`config.mk`:
```
export PLATFORM = sky130hd
export DESIGN_NAME = dvs_slave
export DESIGN_NICKNAME = d
export VERILOG_FILES = /design/src/hw/dvs_pkg.sv /design/src/hw/dvs_sync.sv /design/src/hw/dvs_slave.sv
export SDC_FILE = /design/constraint.sdc
export NUM_CORES = 1
export LEC_CHECK = 0
export ABC_CLOCK_PERIOD_IN_PS = 5700
export CAP_MARGIN = 5
export CORE_MARGIN = 2
export CORE_UTILIZATION = 35
export DETAILED_ROUTE_END_ITERATION = 6
export DONT_BUFFER_PORTS = 1
export SLEW_MARGIN = 0
export SYNTH_ARGS = -nofsm -noshare
export SYNTH_HDL_FRONTEND = slang
export SYNTH_SLANG_ARGS = --single-unit
export TNS_END_PERCENT = 1
```
`constraint.sdc`:
```
create_clock -name clk_i -period 5.7 [get_ports clk_i]
set_clock_uncertainty 0.05 [all_clocks]
set_input_delay 0.285 -clock clk_i [delete_from_list [all_inputs] [get_ports clk_i]]
set_output_delay 0.285 -clock clk_i [all_outputs]
set_load 0.02 [all_outputs]
```
`src/hw/dvs_pkg.sv`:
```
// Purpose: Shared constants and carrier types for the set-point serial slave
// Assumes: One system clock at 125 MHz samples the two bus pins
// Notes:   Slave address is a parameter with an arbitrary default
package dvs_pkg;
  localparam int          CLK_MHZ          = 125;
  localparam logic [6:0]  DVS_ADDR_DEF     = 7'h0C;   // Arbitrary default
  localparam logic [3:0]  VLEVEL_RESET     = 4'h9;    // 1.3 V
  localparam logic [1:0]  SLEW_RESET       = 2'h1;    // 10 uA source
  localparam int          VLEVEL_LSB       = 0;
  localparam int          SLEW_LSB         = 4;
  localparam logic [7:0]  SETTING_MASK     = 8'h3F;
  localparam int          MV_BASE          = 850;
  localparam int          MV_STEP          = 50;
  localparam logic [4:0]  SLEW_UA_00       = 5'h05;
  localparam logic [4:0]  SLEW_UA_01       = 5'h0A;
  localparam logic [4:0]  SLEW_UA_10       = 5'h18;
  localparam logic [4:0]  SLEW_UA_11       = 5'h1F;   // 47 uA does not fit; widened below
  localparam logic [5:0]  SLEW_UA_11_W     = 6'h2F;

  typedef struct packed {
    logic [1:0] slew_rate_field;
    logic [3:0] voltage_level_field;
  } dvs_setting_t;

  typedef struct packed {
    logic scl;
    logic sda;
  } dvs_bus_t;
endpackage

```
`src/hw/dvs_sync.sv`:
```
// Purpose: Three-stage pin synchroniser with agreement filter
// Assumes: Inputs are asynchronous to clk_i
// Notes:   First stage is read only by the second stage
`timescale 1ns/1ps
module dvs_sync #(
  parameter int W = 2
) (
  input  wire logic         clk_i,
  input  wire logic         rst_i,
  input  wire logic [W-1:0] pin_i,
  input  wire logic [W-1:0] init_i,
  output logic      [W-1:0] clean_o
);
  typedef struct packed {
    logic [W-1:0] s1;
    logic [W-1:0] s2;
    logic [W-1:0] s3;
    logic [W-1:0] q;
  } dvs_sync_st_t;

  dvs_sync_st_t st_reg;
  dvs_sync_st_t st_next;

  always_comb begin
    st_next    = st_reg;
    st_next.s1 = pin_i;
    st_next.s2 = st_reg.s1;
    st_next.s3 = st_reg.s2;
    for (int i = 0; i < W; i++) begin
      if (st_reg.s2[i] == st_reg.s3[i]) begin
        st_next.q[i] = st_reg.s3[i];
      end
    end
  end

  // Idle bus is high; reset to ones avoids a false start
  always_ff @(posedge clk_i or posedge rst_i) begin
    if (rst_i) begin
      st_reg <= '{default: '1};
    end else begin
      st_reg <= st_next;
    end
  end

  assign clean_o = st_reg.q;
endmodule

```
`src/hw/dvs_slave.sv`:
```
// Purpose: Two-wire slave holding the core voltage and slew setting byte
// Assumes: clk_i at 125 MHz, far faster than fast-mode bus clock
// Notes:   Pin mode bypasses the bus; the pins then drive code bits 0 and 1
`timescale 1ns/1ps
module dvs_slave
  import dvs_pkg::*;
#(
  parameter logic [6:0] SLAVE_ADDR = DVS_ADDR_DEF
) (
  input  wire logic                  clk_i,
  input  wire logic                  rst_i,
  input  wire dvs_pkg::dvs_bus_t     bus_i,
  output logic                       sda_o,
  output logic                       sda_oe_o,
  input  wire logic                  pin_code_select_i,
  input  wire logic [1:0]            voltage_code_hi_i,
  output dvs_pkg::dvs_setting_t      setting_o,
  output logic [3:0]                 voltage_code_o,
  output logic [10:0]                ref_mv_o,
  output logic [5:0]                 slew_ua_o,
  output logic                       pin_mode_o
);
  import dvs_pkg::*;

  typedef enum logic [2:0] {ST_IDLE, ST_ADDR, ST_AACK, ST_WDATA, ST_WACK, ST_RDATA, ST_RACK} dvs_state_t;

  typedef struct packed {
    dvs_state_t   state;
    logic [7:0]   shift;
    logic [3:0]   cnt;
    logic         sda_low;
    logic         scl_q;
    logic         sda_q;
    logic         pin_mode;
    dvs_setting_t setting;
    logic [1:0]   hi_pins;
  } dvs_st_t;

  dvs_st_t     st_reg;
  dvs_st_t     st_next;
  logic [1:0]  clean;
  logic [2:0]  hi_clean;
  logic        scl;
  logic        sda;
  logic        scl_rise;
  logic        scl_fall;
  logic        start_det;
  logic        stop_det;
  logic [7:0]  rd_byte;

  dvs_sync #(.W(2)) u_bus_sync (
    .clk_i   (clk_i),
    .rst_i   (rst_i),
    .pin_i   ({bus_i.scl, bus_i.sda}),
    .init_i  (2'b11),
    .clean_o (clean)
  );

  dvs_sync #(.W(3)) u_strap_sync (
    .clk_i   (clk_i),
    .rst_i   (rst_i),
    .pin_i   ({pin_code_select_i, voltage_code_hi_i}),
    .init_i  (3'h7),
    .clean_o (hi_clean)
  );

  assign scl       = clean[1];
  assign sda       = clean[0];
  assign scl_rise  = scl && !st_reg.scl_q;
  assign scl_fall  = !scl && st_reg.scl_q;
  assign start_det = scl && st_reg.scl_q && st_reg.sda_q && !sda;
  assign stop_det  = scl && st_reg.scl_q && !st_reg.sda_q && sda;
  assign rd_byte   = {2'b00, st_reg.setting} & SETTING_MASK;

  always_comb begin
    st_next         = st_reg;
    st_next.scl_q   = scl;
    st_next.sda_q   = sda;
    st_next.pin_mode = hi_clean[2];
    st_next.hi_pins = hi_clean[1:0];
    if (st_reg.pin_mode) begin
      st_next.state   = ST_IDLE;
      st_next.sda_low = 1'b0;
    end else if (start_det) begin
      st_next.state   = ST_ADDR;
      st_next.cnt     = 4'h0;
      st_next.sda_low = 1'b0;
    end else if (stop_det) begin
      st_next.state   = ST_IDLE;
      st_next.sda_low = 1'b0;
    end else begin
      case (st_reg.state)
        ST_ADDR, ST_WDATA: begin
          if (scl_rise) begin
            st_next.shift = {st_reg.shift[6:0], sda};
            st_next.cnt   = st_reg.cnt + 4'h1;
          end
          if (scl_fall && st_reg.cnt == 4'h8) begin
            if (st_reg.state == ST_WDATA) begin
              st_next.state   = ST_WACK;
              st_next.sda_low = 1'b1;
            end else if (st_reg.shift[7:1] == SLAVE_ADDR) begin
              st_next.state   = ST_AACK;
              st_next.sda_low = 1'b1;
            end else begin
              st_next.state = ST_IDLE;
            end
          end
        end
        ST_AACK, ST_WACK: begin
          if (scl_rise && st_reg.state == ST_WACK) begin
            st_next.setting = dvs_setting_t'(st_reg.shift[5:0]);
          end
          if (scl_fall) begin
            st_next.cnt = 4'h0;
            if (st_reg.state == ST_AACK && st_reg.shift[0]) begin
              st_next.state   = ST_RDATA;
              st_next.shift   = rd_byte;
              st_next.sda_low = !rd_byte[7];
            end else begin
              st_next.state   = ST_WDATA;
              st_next.sda_low = 1'b0;
            end
          end
        end
        ST_RDATA: begin
          if (scl_fall) begin
            st_next.cnt = st_reg.cnt + 4'h1;
            if (st_reg.cnt == 4'h7) begin
              st_next.state   = ST_RACK;
              st_next.sda_low = 1'b0;
            end else begin
              st_next.shift   = {st_reg.shift[6:0], 1'b0};
              st_next.sda_low = !st_reg.shift[6];
            end
          end
        end
        ST_RACK: begin
          if (scl_rise) begin
            st_next.state = ST_IDLE;
          end
        end
        default: begin
          st_next.sda_low = 1'b0;
        end
      endcase
    end
    // A strap rising mid-frame drops the frame at once, so no state outlives the bus
    if (hi_clean[2]) begin
      st_next.state   = ST_IDLE;
      st_next.sda_low = 1'b0;
    end
  end

  always_ff @(posedge clk_i or posedge rst_i) begin
    if (rst_i) begin
      st_reg         <= '0;
      st_reg.state   <= ST_IDLE;
      st_reg.scl_q   <= 1'b1;
      st_reg.sda_q   <= 1'b1;
      st_reg.pin_mode <= 1'b1;
      st_reg.setting <= '{slew_rate_field: SLEW_RESET, voltage_level_field: VLEVEL_RESET};
    end else begin
      st_reg <= st_next;
    end
  end

  function automatic logic [5:0] slew_ua(input logic [1:0] code);
    case (code)
      2'h0:    slew_ua = {1'b0, SLEW_UA_00};
      2'h1:    slew_ua = {1'b0, SLEW_UA_01};
      2'h2:    slew_ua = {1'b0, SLEW_UA_10};
      default: slew_ua = SLEW_UA_11_W;
    endcase
  endfunction

  // Oversampling at 125 MHz covers standard and fast rates alike
  assign sda_o          = 1'b0;
  assign sda_oe_o       = st_reg.sda_low && !st_reg.pin_mode;
  assign setting_o      = st_reg.setting;
  assign pin_mode_o     = st_reg.pin_mode;
  // Pin mode: bus pins give bits 0 and 1, strap pins bits 2 and 3
  assign voltage_code_o = st_reg.pin_mode ? {st_reg.hi_pins, st_reg.sda_q, st_reg.scl_q}
                                          : st_reg.setting.voltage_level_field;
  assign ref_mv_o       = 11'(MV_BASE) + 11'(MV_STEP) * {7'h00, voltage_code_o};
  assign slew_ua_o      = st_reg.pin_mode ? {1'b0, SLEW_UA_01}
                                          : slew_ua(st_reg.setting.slew_rate_field);

  chk_ack_addr: assert property (@(posedge clk_i) disable iff (rst_i)
    (st_reg.state == ST_AACK) |-> sda_oe_o) else $error("address ack not driven");
  chk_wack_drive: assert property (@(posedge clk_i) disable iff (rst_i)
    (st_reg.state == ST_WACK) |-> sda_oe_o) else $error("data ack not driven");
  // A zero bit is sent by pulling the line, so the two top bits must drive it
  chk_hi_bits_zero: assert property (@(posedge clk_i) disable iff (rst_i)
    (st_reg.state == ST_RDATA && st_reg.cnt < 4'h2) |-> sda_oe_o) else $error("high bits not zero");
  chk_pin_quiet: assert property (@(posedge clk_i) disable iff (rst_i)
    pin_mode_o |-> !sda_oe_o) else $error("bus drive in pin mode");
  // Step written as 32+16+2 so that a slip in the product above shows up
  chk_ref_map: assert property (@(posedge clk_i) disable iff (rst_i)
    ref_mv_o == 11'(MV_BASE) + 11'({voltage_code_o, 5'h00}) + 11'({voltage_code_o, 4'h0})
                + 11'({voltage_code_o, 1'b0})) else $error("ref map wrong");
  chk_latch_ack: assert property (@(posedge clk_i) disable iff (rst_i)
    (st_reg.state == ST_WACK && scl_rise && !start_det && !stop_det && !st_reg.pin_mode)
      |=> setting_o == dvs_setting_t'($past(st_reg.shift[5:0]))) else $error("write not latched");
  chk_stop_idle: assert property (@(posedge clk_i) disable iff (rst_i)
    (stop_det && !st_reg.pin_mode) |=> !sda_oe_o) else $error("drive after stop");
  chk_hold_setting: assert property (@(posedge clk_i) disable iff (rst_i)
    (st_reg.state != ST_WACK) |=> $stable(setting_o)) else $error("setting changed outside ack");
endmodule

```
# ---- Yosys cells after proc, flatten, opt, wreduce, memory -nomap -nowiden
# Index checks and enable logic that the tools add are counted.
dict set report word_totals {
  reg_bits 47
  inputBits 7
  word_cells 118
}
dict set report classes {
  n_addsub 2
  mul 1
  n_eq_ne 32
  muxes 31
  bitwise 3
  reduce_logical 28
}
# op count
set ops {}
lappend ops {{$pmux 12 s3} 1}
lappend ops {{$mux 16} 2}
lappend ops {{$ne 6x5->1 const B} 5}
lappend ops {{$mux 3} 9}
lappend ops {{$pmux 6 s3} 1}
lappend ops {{$mux 8} 2}
lappend ops {{$mux 12} 1}
lappend ops {{$ne 2x2->1 const B} 6}
lappend ops {{$pmux 3 s4} 1}
lappend ops {{$reduce_and 6->1} 2}
lappend ops {{$add 10x10->11 const A} 1}
lappend ops {{$logic_and 1x1->1} 11}
lappend ops {{$reduce_and 5->1} 2}
lappend ops {{$eq 3x3->1 const B} 3}
lappend ops {{$mul 5x4->9 const A} 1}
lappend ops {{$ne 3x3->1 const B} 3}
lappend ops {{$reduce_and 9->1} 1}
lappend ops {{$mux 1} 8}
lappend ops {{$mux 4} 2}
lappend ops {{$reduce_bool 8->1} 1}
lappend ops {{$eq 7x4->1 const B} 1}
lappend ops {{$ne 7x6->1 const B} 1}
lappend ops {{$eq 3x2->1 const B} 2}
lappend ops {{$logic_not 1->1} 6}
lappend ops {{17 further kinds} 24}

# ---- Longest topological paths before layout
dict set report logic_depth {
  depth_word 9
  mapped_depth 9
}

# ---- Cells and area by module
# From an unflattened synthesis, not the netlist that was laid out.
dict set report unflattened {
  cells_unflattened 235
  area_unflattened_um2 2682.6
}
# mod instances cells_per_inst area_per_inst_um2 seq_area_each_um2
set by_module_without_submodules {}
lappend by_module_without_submodules {dvs_slave 1 203 2055.7 683.2}
lappend by_module_without_submodules {{dvs_sync (u_strap_sync)} 1 19 375.4 315.3}
lappend by_module_without_submodules {{dvs_sync (u_bus_sync)} 1 13 251.5 210.2}

# ---- Least setup slack after synthesis
# OpenSTA, ideal clock, no wires.
dict set report synth_path {
  path_type {reg2out}
  start {reg st_reg (netlist bit pin_mode_o)}
  end {out ref_mv_o[9]}
  arrival_ns 3.143
  t_required_ns 5.365
  slack_ns 2.222
  path_stages_with_launch 10
  path_buffers 1
  cell_sequence {dfstp_2 -> buf_2 -> mux2_2 -> ha_1 -> ha_1 -> fa_1 -> xor2_1 -> inv_1 -> o21ai_0 -> xor2_1}
}
dict set report synth_between {
  elab_chain_cells 3
}
# element line_no
set synth_rtl {}
lappend synth_rtl {{from (decl)} dvs_slave.sv:39} ;# dvs_st_t st_reg;
lappend synth_rtl {{from (signal assigned)} dvs_slave.sv:164} ;# st_reg <= st_next;
lappend synth_rtl {{$mux 4} dvs_slave.sv:183} ;# assign voltage_code_o = st_reg.pin_mode ? {st_reg.hi_pins, st_reg.sda_q, st_reg.scl_q}
lappend synth_rtl {{named net voltage_code_o[1]} dvs_slave.sv:18} ;# output logic [3:0] voltage_code_o,
lappend synth_rtl {{$mul 5x4->9} dvs_slave.sv:185} ;# assign ref_mv_o = 11'(MV_BASE) + 11'(MV_STEP) * {7'h00, voltage_code_o};
lappend synth_rtl {{$add 10x10->11} dvs_slave.sv:185}
lappend synth_rtl {{to (decl)} dvs_slave.sv:19} ;# output logic [10:0] ref_mv_o,
# The timed path passes the listed nets, and every way through them passes these cells.

# ---- Worst setup path after layout
# Ends and elaborated chain as after synthesis.

==> results.toml <==
[status]
status = "complete, no violations"

[timing]
fin_crit_ns = 4.00
drv_slew = 0
slew-limit-headroom_pct = 35.9
rsz0062_at_grt = "no"
post-route-period-util_pct = 70.1
hold_violations = 0
worst_pin_slew_ns = 0.959
tns_ns = 0
setup_viol = 0
fmax_mhz = 250

[clocking]
cts_buffers = 5
tritoncts = "done"
ctsResizeCount = 0
cts.sinks = 47
cts_htree_levels = 2
insertion_delay_ns = 0.29
clk_pin_slew_worst_paths_ns = 0.08
ctsRootBufferMaster = "clkbuf_8"
cts_buffer_depth = 2

[worst_setup_path]
r2r_start = "st_reg[25]$_DFFE_PP0P_"
cpLargestDelayFamily = "adder cells"
crit_path_end_kind = "primary output"
worst_setup_path_start_kind = "flop"
r2r_slack_ns = 3.56
r2r-end = "st_reg[20]$_DFFE_PP0P_"
startpoint = "pin_mode_o$_DFF_PP1_"
crit_arrival_ns = 3.66
crit_fanout = 14
crit_path_top_delay_cell = "dfstp_2"
max_stage_delay_ns = 0.78
crit_chain = "mux2_2 -> ha_1 -> ha_1 -> fa_1 -> xor2_1 -> inv_1 -> o21ai_0 -> xor2_1"
worstSetupPathType = "reg -> out"
crit_cells = 8
reg2regPathDepth = 4
critical_path_buf_inv_count = 1
cp_data_required_time_ns = 5.37
endpoint = "ref_mv_o[9]"

[global_routing]
grt_overflow = 0
grt_max_degree = 48
grt_pass1_wl_um = 8390
first_global_vias = 1680
antenna_found_initial = 0
gr-usage-all-layers_pct = 12.4

[placed_design]
place.gp.congestion = 0.858
dp_hpwl_um = 3410
portBuffers = 0

[route]
avgRoutedWirePerCell_um = 14.7
drc = 0
ant_nets = 0
dr_wl_met2_um = 2360
dr.max_layer_used = "met4"
dr.pass1.iters = 4
wl_met3_um = 158
drt_first_iter_violations = 100
wl_um = 4810
vias = 1646
wl_met1_um = 2210
viasPerCell = 5.02

[job]
maxCapViolCount = 0

[yosys]
synth-async-reset-ratio_pct = 100
synth-main-ff-cell = "dfstp_2"
synth-edff-count = 0
yosysWarnings = 0
synth.distinct_cells = 58
ys_seq_area_share_pct = 45.0
syn_area_um2 = 2690
ys_ff_latch = 47
avgSynthCellArea_um2 = 11.6
syn_inst = 232

[final_layout]
final_common_cell = "dfstp_2"
syn_to_final_growth_pct = 5.31
antenna_cells = 0
drive_above_1_share_pct = 31.0
layout_common_cells = "dfstp_2, dfrtp_1, inv_1, mux2_2, ha_1"
nNetsFinal = 250
largest_register_ffs = 20
finalCoreUtilization_pct = 38.6
fillers = 697

[floorplanning]
die-height_um = 91.6
row_count = 31
io_pins = 37
die_x_um = 91.6
start_util_pct = 36.6
dieArea_um2 = 8390
core_um2 = 7330

[power]
power_leakage_uw = 0.00123
ir_worst_vdd_v = 0.000160
cellPowerDensity_nw_per_um2 = 256
p_total_uw = 725

[min_path]
hp-class = "in -> async"
## logic make-up (layout without fill, tap and decap cells)
| group | count (synthesis) | after routing | share of synthesized area [%] |
|---|---|---|---|
| XOR/XNOR | 12 | 12 | 3.91 |
| buffers and inverters | 32 | 28 | 6.75 |
| adder cells (fa/ha/maj) | 20 | 20 | 9.13 |
| other | 1 | 2 | 0.140 |
| flip-flops | 47 | 47 | 45.0 |
| AND/OR/NAND/NOR | 54 | 54 | 12.0 |
| AO/OA/AOI/OAI | 41 | 41 | 11.6 |
| multiplexers | 25 | 25 | 11.5 |
## metrics by stage
step / hold slack [ns] / setup WS, ns / cells / instance area (µm²)
CTS: 0.0729 / 1.69 / 328 / 2830
global route: 0.118 / 1.56 / 328 / 2830
finish: 0.0355 / 1.70 / 328 / 2830
detailed placement: 0.240 / 2.02 / 315 / 2690
floorplan: 0.239 / 2.22 / 233 / 2690
global placement: 0.240 / 2.10 / 315 / 2690
## worst min path at each step
stage / startpoint / to / slack (ns) / depth (start not counted)
floorplan: bus_i[0] / u_bus_sync.st_next[4]$_DFF_PP1_ / 0.24 / 0
global placement: pin_code_select_i / u_strap_sync.st_next[8]$_DFF_PP1_ / 0.24 / 0
detailed placement: voltage_code_hi_i[0] / u_strap_sync.st_next[6]$_DFF_PP1_ / 0.24 / 0
CTS: rst_i / st_reg[21]$_DFFE_PP0P_ / 0.07 / 1
global route: rst_i / st_reg[21]$_DFFE_PP0P_ / 0.12 / 1
finish: rst_i / st_reg[21]$_DFFE_PP0P_ / 0.04 / 1
## where the power goes
part	switching [µW]	internal, µW	leakage, µW	total (µW)
combinational	101	47.4	0.000631	148
clock	110	88.1	0.0000454	198
sequential	20.9	358	0.000556	379
total	231	493	0.00123	725
## synthesized netlist by cell type (2+ instances only)
| cell | number | area [µm²] |
|---|---|---|
| o21ai_0 | 6 | 30.0 |
| nand2b_1 | 2 | 12.5 |
| xnor2_1 | 6 | 52.6 |
| o21ai_1 | 3 | 15.0 |
| nand3_1 | 5 | 25.0 |
| nand2_2 | 2 | 12.5 |
| buf_6 | 2 | 22.5 |
| a21oi_1 | 9 | 45.0 |
| mux2i_1 | 3 | 30.0 |
| maj3_1 | 5 | 50.1 |
| dfstp_2 | 26 | 683 |
| nor2_1 | 10 | 37.5 |
| o31ai_1 | 2 | 15.0 |
| inv_1 | 15 | 56.3 |
| nor3_1 | 2 | 10.0 |
| mux2_4 | 8 | 120 |
| a211oi_1 | 3 | 22.5 |
| xor2_1 | 6 | 52.6 |
| buf_4 | 11 | 82.6 |
| nand2_1 | 9 | 33.8 |
| nor2b_1 | 9 | 56.3 |
| ha_1 | 14 | 175 |
| mux2_2 | 14 | 158 |
| buf_2 | 3 | 15.0 |
| dfrtp_1 | 21 | 526 |
| a31oi_1 | 3 | 18.8 |
| nand3b_1 | 2 | 15.0 |
## per-layer routing
metal  track usage (%)  vias to the layer above
met3              2.96                        8
li1                  -                      794
met4              4.29                        0
met5                 0                        -
met1              16.1                      821
met2              20.0                       23
## layout make-up
type	instances	area [µm²]	area share, %
clock buffer	6	72.6	2.57
clock inverter	2	17.5	0.619
inverter	15	56.3	1.99
multi-input combinational	154	1300	46.0
sequential	47	1210	42.7
tap	99	124	4.38
timing repair buffer	5	50.0	1.77
## timing repair
action / CTS / global route
hold buffers: 5 / 0
buffers inserted: 0 / 0
hold endpoints to repair: 5 / 0
(Power assumes the default switching activity.)
